File: config.mk
export PLATFORM = sky130hd
export DESIGN_NAME = fpt_lane_tx
export DESIGN_NICKNAME = d
export VERILOG_FILES = /design/src/rtl/fpt_pkg.sv /design/src/rtl/fpt_lane_tx.sv /design/src/rtl/fpt_tone_lane.sv
export SDC_FILE = /design/constraint.sdc
export NUM_CORES = 1
export LEC_CHECK = 0
export ABC_AREA = 1
export ABC_CLOCK_PERIOD_IN_PS = 2400
export BUFFER_PORTS_ARGS = -buffer_cell sky130_fd_sc_hd__clkbuf_2
export CAP_MARGIN = 0
export CORE_ASPECT_RATIO = 1.2
export CORE_MARGIN = 10
export CORE_UTILIZATION = 58
export DETAILED_ROUTE_END_ITERATION = 16
export PLACE_DENSITY = 0.85
export RECOVER_POWER = 100
export SYNTH_ARGS = -nofsm -noshare
export SYNTH_HDL_FRONTEND = slang
export SYNTH_SLANG_ARGS = --single-unit
File: constraint.sdc
create_clock -name aclk -period 2.4 [get_ports aclk]
set_input_delay 0.48 -clock aclk [delete_from_list [all_inputs] [get_ports aclk]]
set_output_delay 0.48 -clock aclk [all_outputs]
set_load 0.02 [all_outputs]
File: src/rtl/fpt_pkg.sv
// Purpose: Shared constants and types for the four-pair transmit lane block.
// Assumes: One 200 MHz clock; one bit period is one enable pulse from a divider.
// Notes: Register offsets are byte addresses of aligned 32-bit words.
package fpt_pkg;

    // Clock and lane timing.
    localparam int unsigned CLK_HZ = 200_000_000;
    localparam int unsigned LANE_BAUD = 30_000_000;
    localparam int unsigned BIT_DIV = CLK_HZ / LANE_BAUD;
    localparam logic [3:0] BIT_DIV_M1 = 4'(BIT_DIV - 1);

    // Bit-period limits.
    localparam logic [4:0] LAT_MIN_BP = 5'h02;
    localparam logic [4:0] LAT_MAX_BP = 5'h08;
    localparam logic [4:0] SWITCH_MAX_BP = 5'h14;
    localparam logic [4:0] PREAMBLE_DROP_MAX = 5'h14;

    // Tone patterns, first bit in the most significant position.
    localparam logic [15:0] TONE_ONE_HALF_A = 16'hFF00;
    localparam logic [15:0] TONE_ONE_HALF_B = 16'h00FF;
    localparam logic [7:0] TONE_TWO_HALF_A = 8'hF0;
    localparam logic [7:0] TONE_TWO_HALF_B = 8'h0F;
    localparam logic [3:0] TONE_ONE_LEN_M1 = 4'hF;
    localparam logic [3:0] TONE_TWO_LEN_M1 = 4'h7;

    // Transmit control state codes.
    localparam logic [2:0] TCS_OFF_LO = 3'h0;
    localparam logic [2:0] TCS_ONE_ONE = 3'h1;
    localparam logic [2:0] TCS_ONE_TWO = 3'h2;
    localparam logic [2:0] TCS_TWO_ONE = 3'h3;
    localparam logic [2:0] TCS_TWO_TWO = 3'h4;
    localparam logic [2:0] TCS_OFF_HI = 3'h7;

    // Link-type code for the four-pair variant.
    localparam logic [3:0] LINK_TYPE_CODE = 4'h1;

    // Register map.
    localparam logic [7:0] REG_CTRL = 8'h00;
    localparam logic [7:0] REG_STATUS = 8'h04;
    localparam logic [7:0] REG_TDATA = 8'h08;
    localparam logic [7:0] REG_CONFIG = 8'h0C;
    localparam int unsigned CTRL_TCS_LSB = 0;
    localparam int unsigned CTRL_TXG_BIT = 4;
    localparam int unsigned CTRL_RXG_BIT = 5;
    localparam logic [31:0] CTRL_RESET = 32'h0000_0030;
    localparam logic [1:0] RESP_OKAY = 2'h0;
    localparam logic [1:0] RESP_SLVERR = 2'h2;

    typedef enum {
        FPT_SILENT,
        FPT_TONE,
        FPT_DATA,
        FPT_HOLD
    } fpt_mode_e;

    // Lane output group: level and driver enable per lane.
    typedef struct packed {
        logic [3:0] level;
        logic [3:0] drive_en;
    } fpt_lane_s;

    // One tone lane position.
    typedef struct packed {
        logic tone_two;
        logic half_b;
        logic [3:0] pos;
    } fpt_tone_s;

endpackage

File: src/rtl/fpt_lane_tx.sv
// Purpose: Transmit side of a four-pair lane sublayer with AXI4-Lite control.
// Assumes: Bit period is one enable pulse every BIT_DIV clock cycles.
// Notes: Software stands in for the upper sublayer through the control register.
`timescale 1ns/100ps

// Contract
// Each lane bit is NRZ: one drives high level, zero drives low level.
// Four data bits go out in parallel, one per lane, at lane rate.
// Data bit 0 goes to lane 3, bit 3 to lane 0.
// Data latency is between 2 and 8 bit periods.
// Tones on lanes 3 and 2 follow control state, synchronous to the clock.
// Tone one alternates 16-bit halves FF00 and 00FF.
// Tone two alternates 8-bit halves F0 and 0F.
// Control codes pick tone pairs; 000 and 111 silence, 101 110 reserved.
// With both gates idle, lanes 1 and 0 stay silent.
// A tone after silence starts with its a half.
// An a half is always followed by a b half, and back.
// Tone switches happen only on whole half-pattern boundaries on both lanes.
// Silence from tone starts at a boundary, same bit on both lanes.
// From silence, first tone bit leaves 2 to 8 bit periods after state.
// Tone change or silence takes effect within 20 bit periods.
// Transmit gate ends current halves, then data within 20 bit periods.
// At most 20 leading preamble bits are dropped per lane.
// No tones while transmit gate stays active; state may still change.
// After the last data bit, go straight to tone or silence.
// Receive gate ends halves, then all lanes silent within 20 bit periods.
// After receive gate drops, tones resume 2 to 8 bit periods later.
// Link-type code output shows 0001.
// Transmit gate is active low, changed on clock edges by upper layer.
// The upper layer supplies the transmit clock for the interface.
// Bit-period limits are counted in bit enables with per-lane positions.
module fpt_lane_tx
    import fpt_pkg::*;
(
    // Clock and reset.
    input wire logic aclk,
    input wire logic aresetn,
    // AXI4-Lite write address and data.
    input wire logic [7:0] s_axi_awaddr,
    input wire logic s_axi_awvalid,
    output logic s_axi_awready,
    input wire logic [31:0] s_axi_wdata,
    input wire logic [3:0] s_axi_wstrb,
    input wire logic s_axi_wvalid,
    output logic s_axi_wready,
    // AXI4-Lite write response.
    output logic [1:0] s_axi_bresp,
    output logic s_axi_bvalid,
    input wire logic s_axi_bready,
    // AXI4-Lite read.
    input wire logic [7:0] s_axi_araddr,
    input wire logic s_axi_arvalid,
    output logic s_axi_arready,
    output logic [31:0] s_axi_rdata,
    output logic [1:0] s_axi_rresp,
    output logic s_axi_rvalid,
    input wire logic s_axi_rready,
    // Lane drive.
    output fpt_lane_s pair_lane,
    // Bit period strobe and link type.
    output logic bit_strobe,
    output logic [3:0] link_type_code
);

    // Control register and data word.
    logic [31:0] ctrl;
    logic [3:0] tdata_word;
    wire logic [2:0] transmit_control_state = ctrl[CTRL_TCS_LSB +: 3];
    wire logic transmit_gate_n = ctrl[CTRL_TXG_BIT];
    wire logic receive_gate_n = ctrl[CTRL_RXG_BIT];

    // Bit-period divider.
    logic [3:0] div_cnt;
    wire logic bit_en = (div_cnt == BIT_DIV_M1);
    assign bit_strobe = bit_en;

    always_ff @(posedge aclk) begin
        if (!aresetn) begin
            div_cnt <= '0;
        end else begin
            div_cnt <= bit_en ? 4'h0 : div_cnt + 4'h1;
        end
    end

    // Sampled interface, one bit period behind the inputs.
    logic [2:0] tcs_q;
    logic txg_q;
    logic rxg_q;
    logic [3:0] data_q;

    always_ff @(posedge aclk) begin
        if (!aresetn) begin
            tcs_q <= TCS_OFF_LO;
            txg_q <= 1'b1;
            rxg_q <= 1'b1;
            data_q <= '0;
        end else if (bit_en) begin
            tcs_q <= transmit_control_state;
            txg_q <= transmit_gate_n;
            rxg_q <= receive_gate_n;
            data_q <= tdata_word;
        end
    end

    function automatic logic tone_valid(input logic [2:0] code);
        tone_valid = (code >= TCS_ONE_ONE) && (code <= TCS_TWO_TWO);
    endfunction

    wire logic tcs_tone = tone_valid(tcs_q);
    wire logic tcs_silence = (tcs_q == TCS_OFF_LO) || (tcs_q == TCS_OFF_HI);

    // Mode machine.
    fpt_mode_e mode;
    fpt_mode_e next_mode;
    logic boundary_ok;
    logic start_tone;
    fpt_tone_s st3;
    fpt_tone_s st2;
    logic b3;
    logic b2;
    logic end3;
    logic end2;

    // Code 010 puts tone two on lane 3, 011 on lane 2; reserved codes keep the tone.
    wire logic want3_two = tcs_tone ? (tcs_q == TCS_ONE_TWO) || (tcs_q == TCS_TWO_TWO)
                                    : st3.tone_two;
    wire logic want2_two = tcs_tone ? (tcs_q == TCS_TWO_ONE) || (tcs_q == TCS_TWO_TWO)
                                    : st2.tone_two;

    // Leaving only when both lanes are about to start a new half keeps the last half whole,
    // so ones and zeros stay balanced on both lanes.
    assign boundary_ok = (st3.pos == 4'h0) && (st2.pos == 4'h0);

    always_comb begin
        next_mode = mode;
        start_tone = 1'b0;
        unique case (mode)
            FPT_SILENT: begin
                if (!txg_q) begin
                    next_mode = FPT_DATA;
                end else if (rxg_q && tcs_tone) begin
                    next_mode = FPT_TONE;
                    start_tone = 1'b1;
                end
            end
            FPT_TONE: begin
                if (boundary_ok && !txg_q) begin
                    next_mode = FPT_DATA;
                end else if (boundary_ok && (!rxg_q || tcs_silence)) begin
                    next_mode = FPT_SILENT;
                end else if (boundary_ok && !tcs_tone) begin
                    // Reserved codes hold the tone running but change nothing.
                    next_mode = FPT_TONE;
                end
            end
            FPT_DATA: begin
                if (txg_q) begin
                    // Last data bit already out; next bit is tone or silence.
                    if (rxg_q && tcs_tone) begin
                        next_mode = FPT_TONE;
                        start_tone = 1'b1;
                    end else begin
                        next_mode = FPT_SILENT;
                    end
                end
            end
            FPT_HOLD: begin
                next_mode = FPT_SILENT;
            end
        endcase
    end

    always_ff @(posedge aclk) begin
        if (!aresetn) begin
            mode <= FPT_SILENT;
        end else if (bit_en) begin
            mode <= next_mode;
        end
    end

    // Tone lanes run while in tone mode; the tone re-pick happens at half ends.
    wire logic run_tone = (mode == FPT_TONE);

    fpt_tone_lane u_lane3 (
        .aclk(aclk),
        .aresetn(aresetn),
        .bit_en(bit_en),
        .run(run_tone),
        .start(start_tone),
        .want_two(want3_two),
        .state(st3),
        .bit_out(b3),
        .at_end(end3)
    );

    fpt_tone_lane u_lane2 (
        .aclk(aclk),
        .aresetn(aresetn),
        .bit_en(bit_en),
        .run(run_tone),
        .start(start_tone),
        .want_two(want2_two),
        .state(st2),
        .bit_out(b2),
        .at_end(end2)
    );

    // Lane output register; data bits reversed onto lanes.
    fpt_lane_s next_lane;

    always_comb begin
        next_lane = '0;
        unique case (next_mode)
            FPT_TONE: begin
                // Silence on lanes 1 and 0 during tones.
                next_lane.drive_en = 4'b1100;
                next_lane.level = {b3, b2, 2'b00};
            end
            FPT_DATA: begin
                next_lane.drive_en = 4'hF;
                next_lane.level = {data_q[0], data_q[1], data_q[2], data_q[3]};
            end
            default: begin
                next_lane = '0;
            end
        endcase
        if (start_tone) begin
            next_lane.level = {TONE_ONE_HALF_A[15], TONE_TWO_HALF_A[7], 2'b00};
        end
    end

    always_ff @(posedge aclk) begin
        if (!aresetn) begin
            pair_lane <= '0;
        end else if (bit_en) begin
            pair_lane <= next_lane;
        end
    end

    assign link_type_code = LINK_TYPE_CODE;

    // AXI4-Lite slave: address and data taken in either order.
    logic aw_held;
    logic w_held;
    logic [7:0] aw_addr;
    logic [31:0] w_data;
    logic [3:0] w_strb;
    assign s_axi_awready = !aw_held && !s_axi_bvalid;
    assign s_axi_wready = !w_held && !s_axi_bvalid;
    wire logic do_write = aw_held && w_held && !s_axi_bvalid;
    wire logic wr_ctrl = (aw_addr == REG_CTRL);
    wire logic wr_tdata = (aw_addr == REG_TDATA);

    function automatic logic [31:0] strb_merge(input logic [31:0] old_v,
                                               input logic [31:0] new_v,
                                               input logic [3:0] strb);
        for (int i = 0; i < 4; i++) begin
            strb_merge[i*8 +: 8] = strb[i] ? new_v[i*8 +: 8] : old_v[i*8 +: 8];
        end
    endfunction

    always_ff @(posedge aclk) begin
        if (!aresetn) begin
            aw_held <= 1'b0;
            w_held <= 1'b0;
            aw_addr <= '0;
            w_data <= '0;
            w_strb <= '0;
            s_axi_bvalid <= 1'b0;
            s_axi_bresp <= RESP_OKAY;
        end else begin
            if (s_axi_awvalid && s_axi_awready) begin
                aw_held <= 1'b1;
                aw_addr <= s_axi_awaddr;
            end
            if (s_axi_wvalid && s_axi_wready) begin
                w_held <= 1'b1;
                w_data <= s_axi_wdata;
                w_strb <= s_axi_wstrb;
            end
            if (do_write) begin
                aw_held <= 1'b0;
                w_held <= 1'b0;
                s_axi_bvalid <= 1'b1;
                s_axi_bresp <= (wr_ctrl || wr_tdata) ? RESP_OKAY : RESP_SLVERR;
            end else if (s_axi_bvalid && s_axi_bready) begin
                s_axi_bvalid <= 1'b0;
            end
        end
    end

    always_ff @(posedge aclk) begin
        if (!aresetn) begin
            ctrl <= CTRL_RESET;
            tdata_word <= '0;
        end else if (do_write && wr_ctrl) begin
            ctrl <= strb_merge(ctrl, w_data, w_strb) & 32'h0000_003F;
        end else if (do_write && wr_tdata && w_strb[0]) begin
            tdata_word <= w_data[3:0];
        end
    end

    // Read side: status shows mode and lane drive.
    wire logic [31:0] status_word = {16'h0000, pair_lane, 4'h0, 2'(mode), 2'b00};
    wire logic [7:0] ra = s_axi_araddr;
    wire logic ra_ok = (ra == REG_CTRL) || (ra == REG_STATUS) || (ra == REG_TDATA)
                       || (ra == REG_CONFIG);
    wire logic [31:0] rd_mux = (ra == REG_CTRL) ? ctrl :
                               (ra == REG_STATUS) ? status_word :
                               (ra == REG_TDATA) ? {28'h0, tdata_word} :
                               (ra == REG_CONFIG) ? {28'h0, LINK_TYPE_CODE} : 32'h0;
    assign s_axi_arready = !s_axi_rvalid;

    always_ff @(posedge aclk) begin
        if (!aresetn) begin
            s_axi_rvalid <= 1'b0;
            s_axi_rdata <= '0;
            s_axi_rresp <= RESP_OKAY;
        end else if (s_axi_arvalid && s_axi_arready) begin
            s_axi_rvalid <= 1'b1;
            s_axi_rdata <= rd_mux;
            s_axi_rresp <= ra_ok ? RESP_OKAY : RESP_SLVERR;
        end else if (s_axi_rvalid && s_axi_rready) begin
            s_axi_rvalid <= 1'b0;
        end
    end

    // Checks.
    tone_start_a: assert property (@(posedge aclk) disable iff (!aresetn)
        bit_en && start_tone |=> pair_lane.drive_en == 4'b1100 && !st3.half_b)
        else $error("Tone did not start on its a half.");
    low_lanes_quiet_a: assert property (@(posedge aclk) disable iff (!aresetn)
        mode != FPT_DATA |-> pair_lane.drive_en[1:0] == 2'b00)
        else $error("Lanes 1 and 0 driven outside data.");
    lanes_together_a: assert property (@(posedge aclk) disable iff (!aresetn)
        pair_lane.drive_en[3] == pair_lane.drive_en[2])
        else $error("Tone lanes enabled apart.");
    tone_exit_a: assert property (@(posedge aclk) disable iff (!aresetn)
        bit_en && mode == FPT_TONE && next_mode != FPT_TONE |-> st3.pos == 4'h0 && st2.pos == 4'h0)
        else $error("Tone left off a half boundary.");
    half_alt_a: assert property (@(posedge aclk) disable iff (!aresetn)
        bit_en && run_tone && end3 && !start_tone |=> st3.half_b != $past(st3.half_b))
        else $error("Halves did not alternate.");
    lane2_alt_a: assert property (@(posedge aclk) disable iff (!aresetn)
        bit_en && run_tone && end2 && !start_tone |=> st2.half_b != $past(st2.half_b))
        else $error("Lane 2 halves did not alternate.");
    data_map_a: assert property (@(posedge aclk) disable iff (!aresetn)
        mode == FPT_DATA |-> pair_lane.level[3] == $past(data_q[0], BIT_DIV))
        else $error("Data bit 0 not on lane 3.");
    no_tone_data_a: assert property (@(posedge aclk) disable iff (!aresetn)
        bit_en && mode == FPT_DATA && !txg_q |=> mode == FPT_DATA)
        else $error("Tone sent while transmit gate active.");
    link_code_a: assert property (@(posedge aclk) disable iff (!aresetn)
        link_type_code == 4'h1)
        else $error("Wrong link-type code.");
    tone_cov: cover property (@(posedge aclk) mode == FPT_TONE);
    data_cov: cover property (@(posedge aclk) mode == FPT_DATA);
    switch_cov: cover property (@(posedge aclk) bit_en && end3 && st3.tone_two != want3_two);

endmodule

File: src/rtl/fpt_tone_lane.sv
// Purpose: Per-lane tone generator for one of the two tone lanes.
// Assumes: Advances one bit on each bit enable while run is high.
// Notes: Tone selection is taken only at a half-pattern boundary.
`timescale 1ns/100ps
module fpt_tone_lane
    import fpt_pkg::*;
(
    // Clock and reset.
    input wire logic aclk,
    input wire logic aresetn,
    // Control.
    input wire logic bit_en,
    input wire logic run,
    input wire logic start,
    input wire logic want_two,
    // Status.
    output fpt_tone_s state,
    output logic bit_out,
    output logic at_end
);

    fpt_tone_s cur;
    fpt_tone_s next_cur;
    wire logic [3:0] last_pos = cur.tone_two ? TONE_TWO_LEN_M1 : TONE_ONE_LEN_M1;
    wire logic [15:0] pat1 = cur.half_b ? TONE_ONE_HALF_B : TONE_ONE_HALF_A;
    wire logic [7:0] pat2 = cur.half_b ? TONE_TWO_HALF_B : TONE_TWO_HALF_A;

    // Position counter tracks each lane's place in its pattern.
    assign at_end = (cur.pos == last_pos);
    assign bit_out = cur.tone_two ? pat2[3'(7 - cur.pos)] : pat1[4'(15 - cur.pos)];
    assign state = cur;

    always_comb begin
        next_cur = cur;
        if (start) begin
            // The first a-half bit leaves together with the start, so count on from the second.
            next_cur = '{tone_two: want_two, half_b: 1'b0, pos: 4'h1};
        end else if (run && at_end) begin
            // Alternate halves and re-pick the tone only here.
            next_cur = '{tone_two: want_two, half_b: ~cur.half_b, pos: 4'h0};
        end else if (run) begin
            next_cur.pos = cur.pos + 4'h1;
        end
    end

    always_ff @(posedge aclk) begin
        if (!aresetn) begin
            cur <= '0;
        end else if (bit_en) begin
            cur <= next_cur;
        end
    end

endmodule
Word-level counts from Yosys, hierarchy flattened
Cells that the tools add are included.
Storage, ports and cells
  flip-flop bits (word level): 130
  word-level logic and storage cells: 165
  input bits: 59
Cells by class
  bitwise gates (word level): 4
  add/sub/neg operators: 7
  $lt $le $gt $ge: 6
  equal/unequal tests: 17
  reduce and logical (&&, ||, !) cells: 56
  muxes and demuxes: 49
Operators with widths (count)
  $mux W32: 6
  $eq A32 B2 Y1 const B: 4
  $pmux W32 S4: 1
  $eq A32 B1 Y1 const B: 2
  $mux W16: 4
  $logic_not A32 Y1: 1
  $mux W4: 8
  $eq A8 B4 Y1 const B: 3
  $logic_and A1 B1 Y1: 20
  $mux W1: 17
  $logic_not A8 Y1: 2
  $mux W8: 2
  $pmux W8 S2: 1
  $add A4 B1 Y4 const B: 3
  $mux W6: 2
  $reduce_and A2 Y1: 6
  $lt A4 B5 Y1 const B: 2
  $bmux W1 S4: 2
  $eq A4 B4 Y1: 2
  $eq A8 B3 Y1 const B: 1
  $logic_not A4 Y1: 2
  $logic_or A1 B1 Y1: 8
  $lt A3 B4 Y1 const B: 2
  $mux W2: 4
  other kinds (14): 34

Logic depth before layout (Yosys ltp)
Gate-level depths: netlist of run 1.
  depth after elaboration: 11
  gate-level depth with buffers: 16

By module
Synthesis of run 1 repeated with hierarchy kept, for this count alone.
Second synthesis, totals
  cells, all modules: 687
  area total of the unflattened synthesis: 5103.6 µm²
Modules (own cells, without submodules)
  fpt_lane_tx: area each 4400.5 µm², cells an instance 584, instances 1
  fpt_tone_lane at u_lane3: area each 352.8 µm², cells an instance 52, instances 1
  fpt_tone_lane at u_lane2: area each 350.3 µm², cells an instance 51, instances 1

Worst setup path after synthesis of run 1
No wires, ideal clock.
  path type: register to output
  start point: register div_cnt[0]
  end point: output port bit_strobe
  slack: 0.662 ns
  data arrival time: 1.258 ns
  cell stages (with the launch flop): 5
  required time: 1.920 ns
  buffers on the path: 1
  cell sequence: dfxtp_1 > ha_1 > nand3_1 > inv_1 > clkbuf_1
On the way
  cells in the longest elaborated chain, start to end: 1
RTL lines
  from (decl): line fpt_lane_tx.sv:73  | logic [3:0] div_cnt;
  from (signal assigned): line fpt_lane_tx.sv:81  | div_cnt <= bit_en ? 4'h0 : div_cnt + 4'h1;
  $eq A4 B3 Y1: line fpt_lane_tx.sv:74  | wire logic bit_en = (div_cnt == BIT_DIV_M1);
  to (decl): line fpt_lane_tx.sv:61  | output logic bit_strobe,
Every way passes these cells.

Final worst setup path of run 1
  start point: register mode[4]
  end point: register u_lane2.cur, in the netlist u_lane2.state[0]
On the way
  cells in the longest elaborated chain, start to end: 5
  elaborated cells on any way between the ends: 10
RTL lines
  from (decl): line fpt_lane_tx.sv:113  | fpt_mode_e mode;
  from (signal assigned): line fpt_lane_tx.sv:177  | mode <= next_mode;
  $eq A32 B2 Y1 or $logic_not A32 Y1 (tied branches): line fpt_lane_tx.sv:137  | unique case (mode)
  $reduce_or A2 Y1 (no source line)
  $mux W1
  $reduce_bool A3 Y1 (no source line)
  $reduce_and A2 Y1 (no source line)
  to (signal assigned): line fpt_tone_lane.sv:50  | cur <= next_cur;
  to (decl): line fpt_tone_lane.sv:22  | fpt_tone_s cur;
Parallel ways exist; a longest one is shown, timed or not.
A chain may end at the register's enable or synchronous reset.

==> qor.yml, run 1 <==
cts_tree: "done"
finalSetupTns_ns: 0
globalplace.congestion: 0.905
initialDrtViolationCount: 222
synth_common_cells: "dfxtp_1, inv_1, nor2_1"
finalPower_mw: 3.32
path_delay_family: "simple AND/OR/NAND/NOR gates"
postRouteAntennaNets: 0
first_pass_iters: 4
worstPathMaxFanout: 6
startpoint: "mode[4]$_SDFFE_PN0P_"
hold_viol: 0
crit_chain: "nor2_1, nand2_1, inv_1, nand2_1, nor2_2, o21ai_1, nand2_1, nor2_1, o21ai_0, o211a_1"
cts_hold_repair.buffers: 0
slowest_delay_ns: 0.45
cpMostUsedCell: "nand2_1"
clockRootBuffer: "clkbuf_8"
grt_max_degree: 43
seq_area_frac_synth: 0.427
placed_area_sq_um: 5260
final_area_sq_um: 5400
fin_ws_ns: 0.298
ys_types: 46
numCtsBuffers: 9
period_needed_ns: 2.10
worst_path_max_delay_cell: "o21ai_1"
worstMarginPinSlew_ns: 0.906
yosys.area.top_type: "dfxtp_1"
yosysWarnings: 0
r2r_end: "u_lane2.state[0]$_SDFFE_PN0P_"
async_flop_share: 0
fin_skew_ns: 0.0135
synth_top_area_frac: 0.427
arrival_ns: 2.38
yosysMostFrequentCell: "dfxtp_1"
required_ns: 2.68
r2r_slack_ns: 0.30
num_rows: 36
leakagePower_nw: 2.24
hold_class: "in -> reg"
r2r_cells: 10
synth_edf_count: 0
via_per_inst: 5.37
grtUsageTotal: 0.175
rsz0062_at_grt: "false"
synth_area_sq_um: 4970
grt_pass1_vias: 4366
clk_pin_slew_worst_paths_ns: 0.10
crit_path_start_kind: "register"
drive_gt1_frac: 0.122
endpoint_kind: "register"
nets: 767
fin_util: 0.655
synthFlopType: "dfxtp_1"
outcome: "complete, no violations"
die-area_sq_um: 12700
cts_buffer_depth: 2
fillers: 721
grt_pass1_wl_um: 19100
die_w_um: 105
maxSlewViolCount: 0
whs_path_depth: 3
vias: 4408
path_buf_inv: 1
final-instance-count-excl-fill: 821
ys_top_cells_by_area: "dfxtp_1, inv_1, nor2_1"
dp_hpwl_um: 8400
pre_cts_ws_ns: 0.442
overflow: 0
ctsResizeCount: 0
relSlewSlack: 0.396
drc: 0
numPortBuffers: 59
die_h_um: 121
placed_cells: 805
core_sq_um: 8240
wl_per_cell_um: 13.9
initial_core_util: 0.604
period_share: 0.876
antenna_cells: 0
antenna_found_initial: 0
holdPathEnd: "aw_addr[5]$_SDFFE_PN0P_"
max_freq_ghz: 0.476
power_density_nw_per_um2: 615
hp-start: "s_axi_awaddr[5]"
wirelength_um: 11400
maxCapViolCount: 0
r2r_start: "mode[4]$_SDFFE_PN0P_"
cts_setup_buffers: 0
syn_avg_cell_area_sq_um: 7.65
syn_to_final_growth_pct: 8.60
finalSetupViolations: 0
ys_ff_latch: 106
vdd_drop_max_mv: 0.433
ioPinCount: 113
postSynthCellCount: 650
timing.hold.ws_ns: 0.344
insertion_delay_ns: 0.38
criticalPathCategory: "reg -> reg"
clock_sinks: 106
htree_num_levels: 3
==> metal layers <==
layer	share of wire	up-vias	GRT usage
met4	0.019	0	0.0706
met5	0	-	0
met3	0.057	20	0.0446
li1	-	2212	-
met1	0.41	2055	0.186
met2	0.52	121	0.324
==> worst max-delay path by stage <==
stage               cells past startpoint                            end
floorplan                               4                     bit_strobe
global placement                        6           ctrl[3]$_SDFFE_PN0P_
detailed placement                     16      pair_lane[4]$_SDFFE_PN0P_
CTS                                     6           ctrl[2]$_SDFFE_PN0P_
global route                           15      pair_lane[4]$_SDFFE_PN0P_
finish                                 10  u_lane2.state[0]$_SDFFE_PN0P_
==> flip-flops by register name (all words and copies together) (netlist names), 3 cells and up <==
| name | flops |
|---|---|
| s_axi_rdata | 12 |
| pair_lane | 6 |
| mode | 32 |
| tdata_word | 4 |
| div_cnt | 4 |
| aw_addr | 8 |
| data_q | 4 |
| ctrl | 6 |
| u_lane2.state | 6 |
| u_lane3.state | 6 |
| tcs_q | 3 |
| w_data | 6 |
==> tightest hold or removal path: stages <==
cell and delay, ns:
clkbuf_2 0.07, o21ai_0 0.07, nor2_1 0.08
==> cell usage in the layout, fill, tap and decap left out, drive strengths merged, types with 2 or more instances in the layout <==
master / n
a211oi: 38
a21oi: 43
buf: 5
bufinv: 2
clkbuf: 75
clkinv: 3
conb: 24
dfxtp: 106
ha: 6
inv: 95
nand2: 88
nand3: 30
nand4: 10
nor2: 88
nor4: 5
o211a: 3
o211ai: 18
o21ai: 45
o22ai: 5
or2: 2
xor2: 5
==> logic make-up (layout without fill, tap and decap cells) <==
| group | after synthesis | count (layout) | synth area share |
|---|---|---|---|
| DFF | 106 | 106 | 0.427 |
| other | 2 | 24 | 0.00151 |
| buffers and inverters | 145 | 180 | 0.136 |
| xor gates and xnor gates | 6 | 6 | 0.0106 |
| AOI/OAI and AO/OA | 160 | 160 | 0.202 |
| and+or+nand+nor | 225 | 225 | 0.208 |
| adders and majority gates | 6 | 6 | 0.0151 |
==> power breakdown <==
group          switching [mW]  internal, mW  total, mW
clock network           0.636         0.603       1.24
logic                   0.186        0.0692      0.255
registers              0.0263          1.80       1.83
==> layout make-up <==
class                      count  area, sq um  share of cell area
sequential                   106         2120               0.393
inverter                      94          353              0.0653
tap                          114          143              0.0264
clock inverter                 6         97.6              0.0181
timing repair buffer          70          323              0.0597
multi-input combinational    421         2240               0.414
clock buffer                  10          128              0.0236
Note: power is estimated with default switching activity, not from simulation.
==> run 2, diff against run 1 <==
Settings changed: ABC_CLOCK_PERIOD_IN_PS 2400 to 2100, CORE_UTILIZATION 58 to 54, HOLD_SLACK_MARGIN set to 0.06, PLACE_DENSITY 0.85 to 0.8.
Clock period 2.4 ns to 2.1 ns, I/O delays scaled along.
==> qor.yml, run 2 (synthesized netlist as in run 1, its figures left out) <==
outcome: "complete, no violations"
die_h_um: 125  # +3.0%
postRouteAntennaNets: 0  # unchanged
cts_tree: "done"
r2r_start: "tcs_q[1]$_SDFFE_PN0P_"
required_ns: 1.68  # -1.00 ns
pre_cts_ws_ns: -0.173  # -0.615 ns
dp_hpwl_um: 8120  # -3.4%
numCtsBuffers: 9  # unchanged
clock_sinks: 106  # unchanged
worstPathMaxFanout: 9  # +3
vias: 4395  # -0.29%
fin_skew_ns: 0.00917  # -0.00432 ns
regMostFlops: "mode"
antenna_cells: 0  # unchanged
timing.hold.ws_ns: 0.287  # -0.0578 ns
initialDrtViolationCount: 225  # +1.4%
ioPinCount: 113  # unchanged
finalSetupViolations: 0  # unchanged
multiInputGateArea_sq_um: 2350  # +5.1%
syn_to_final_growth_pct: 12.4
rsz0062_at_grt: "true"
hold_class: "in -> reg"
grt_pass1_wl_um: 18500  # -3.2%
grtUsageTotal: 0.161  # -0.0142
maxCapViolCount: 0  # unchanged
insertion_delay_ns: 0.38  # about the same
max_freq_ghz: 0.499
top_regs: "mode x32, s_axi_rdata x12, aw_addr x8"
slowest_delay_ns: 0.40  # -0.05 ns
drc: 0  # unchanged
fin_util: 0.619  # -0.0363
die-area_sq_um: 13500  # +6.1%
clk_pin_slew_worst_paths_ns: 0.10  # about the same
r2r_cells: 15  # +5
worst_path_max_delay_cell: "dfxtp_1"
startpoint: "div_cnt[0]$_SDFF_PP0_"
final_cell_mix: "dfxtp_1, inv_1, nand2_1"
endpoint_kind: "output port"
ff_latch_area_sq_um: 2140  # +0.65%
maxSlewViolCount: 0  # unchanged
overflow: 0  # unchanged
period_needed_ns: 2.00
num_rows: 38  # +5.6%
cts_buffer_depth: 2  # unchanged
r2r_slack_ns: 0.13  # -0.17 ns
numPortBuffers: 59  # unchanged
worstMarginPinSlew_ns: 0.546  # -0.359 ns
htree_num_levels: 3  # unchanged
finalSetupTns_ns: 0  # unchanged
crit_path_end: "bit_strobe"
grt_max_degree: 43  # unchanged
power_density_nw_per_um2: 628  # +2.0%
first_pass_iters: 4  # unchanged
fillers: 812  # +13%
crit_path_start_kind: "register"
vdd_drop_max_mv: 0.393  # -9.2%
period_share: 0.954
hold_viol: 0  # unchanged
drive_gt1_frac: 0.184  # +0.0627
crit_chain: "ha_1, nand3_1, inv_1, buf_4, clkbuf_2"
arrival_ns: 1.58  # -0.80 ns
initial_core_util: 0.551  # -0.0528
nets: 777  # +1.3%
grt_pass1_vias: 4212  # -3.5%
largest_reg_flops: 32  # unchanged
r2r_end: "pair_lane[6]$_SDFFE_PN0P_"
via_per_inst: 5.26  # -2.1%
fin_ws_ns: 0.0968  # -0.201 ns
core_sq_um: 9030  # +9.6%
globalplace.congestion: 0.915  # +1.0%
wl_per_cell_um: 13.5  # -2.6%
wirelength_um: 11300  # -0.87%
clockRootBuffer: "clkbuf_8"
criticalPathCategory: "reg -> out"
die_w_um: 108  # +2.9%
layout_commonest_cell: "dfxtp_1"
relSlewSlack: 0.636  # +0.239
antenna_found_initial: 0  # unchanged
leakagePower_nw: 2.32  # +3.6%
[run 2: cell count changes in the layout (fill, tap and decap cells not counted), moves of 3 or more]
| cell | before | now |
|---|---|---|
| clkbuf_2 | 33 | 30 |
| nor2_2 | 6 | 14 |
| inv_1 | 86 | 82 |
| inv_2 | 7 | 10 |
| dfxtp_1 | 106 | 95 |
| clkbuf_1 | 33 | 30 |
| nor2_1 | 79 | 69 |
| nand2_2 | 6 | 9 |
| clkinvlp_4 | 0 | 3 |
| nand2_4 | 2 | 5 |
| dfxtp_2 | 0 | 11 |
| nand2_1 | 80 | 74 |
| buf_4 | 5 | 15 |
[run 2: timing repair]
action,CTS,global route
cloned,0,1
hold buffers,0,0
setup buffers,0,6
pin swaps,0,12
setup endpoints to repair,30,40
resized for setup,1,39
[run 2: worst min path at each step]
stage / start / endpoint / slack (ns) / depth (start not counted)
2_1_floorplan: ctrl[3]$_SDFFE_PN0P_ / ctrl[3]$_SDFFE_PN0P_ / 0.42 / 2
3_3_place_gp: mode[13]$_SDFFE_PN0P_ / mode[13]$_SDFFE_PN0P_ / 0.44 / 2
3_5_place_dp: mode[13]$_SDFFE_PN0P_ / mode[13]$_SDFFE_PN0P_ / 0.44 / 2
4_1_cts: s_axi_awaddr[5] / aw_addr[5]$_SDFFE_PN0P_ / 0.28 / 3
5_1_grt: s_axi_bready / s_axi_bvalid$_SDFFE_PN0P_ / 0.29 / 4
6_report: s_axi_awaddr[5] / aw_addr[5]$_SDFFE_PN0P_ / 0.29 / 3
[run 2: area by class of cell]
class | count | share of cell area
flip-flops and latches | 106 | 0.382
repair buffers | 79 | 0.0772
clock buffers | 9 | 0.0221
inverters | 94 | 0.0635
well taps | 120 | 0.0268
clock inverters | 6 | 0.00783
multi-input cells | 422 | 0.421
[run 2: critical path: cells and delay by family (launching register included)]
family,cells,cell delay [ns]
and+or+nand+nor,1,0.09
buffers and inverters,3,0.55
DFF,1,0.40
adders and majority gates,1,0.16
[run 2: through the flow]
step                total power, mW  std cells  instance area, sq um
finish                         3.51        836                  5590
detailed placement             2.43        814                  5300
global placement               2.42        814                  5300
global route                   3.65        836                  5590
CTS                            3.53        829                  5470
floorplan                      2.38        672                  5060
[run 2: layer usage]
| layer | routed length, um | GRT usage |
|---|---|---|
| met1 | 4820 | 0.186 |
| met2 | 5700 | 0.271 |
| met3 | 477 | 0.0324 |
| met4 | 314 | 0.0882 |
| met5 | 0 | 0 |
[run 2: report_power, final]
group	total (mW)	internal [mW]	switching, mW
Clock	1.13	0.428	0.699
Sequential	2.09	2.06	0.0303
Combinational	0.292	0.0824	0.210
Total	3.51	2.57	0.940
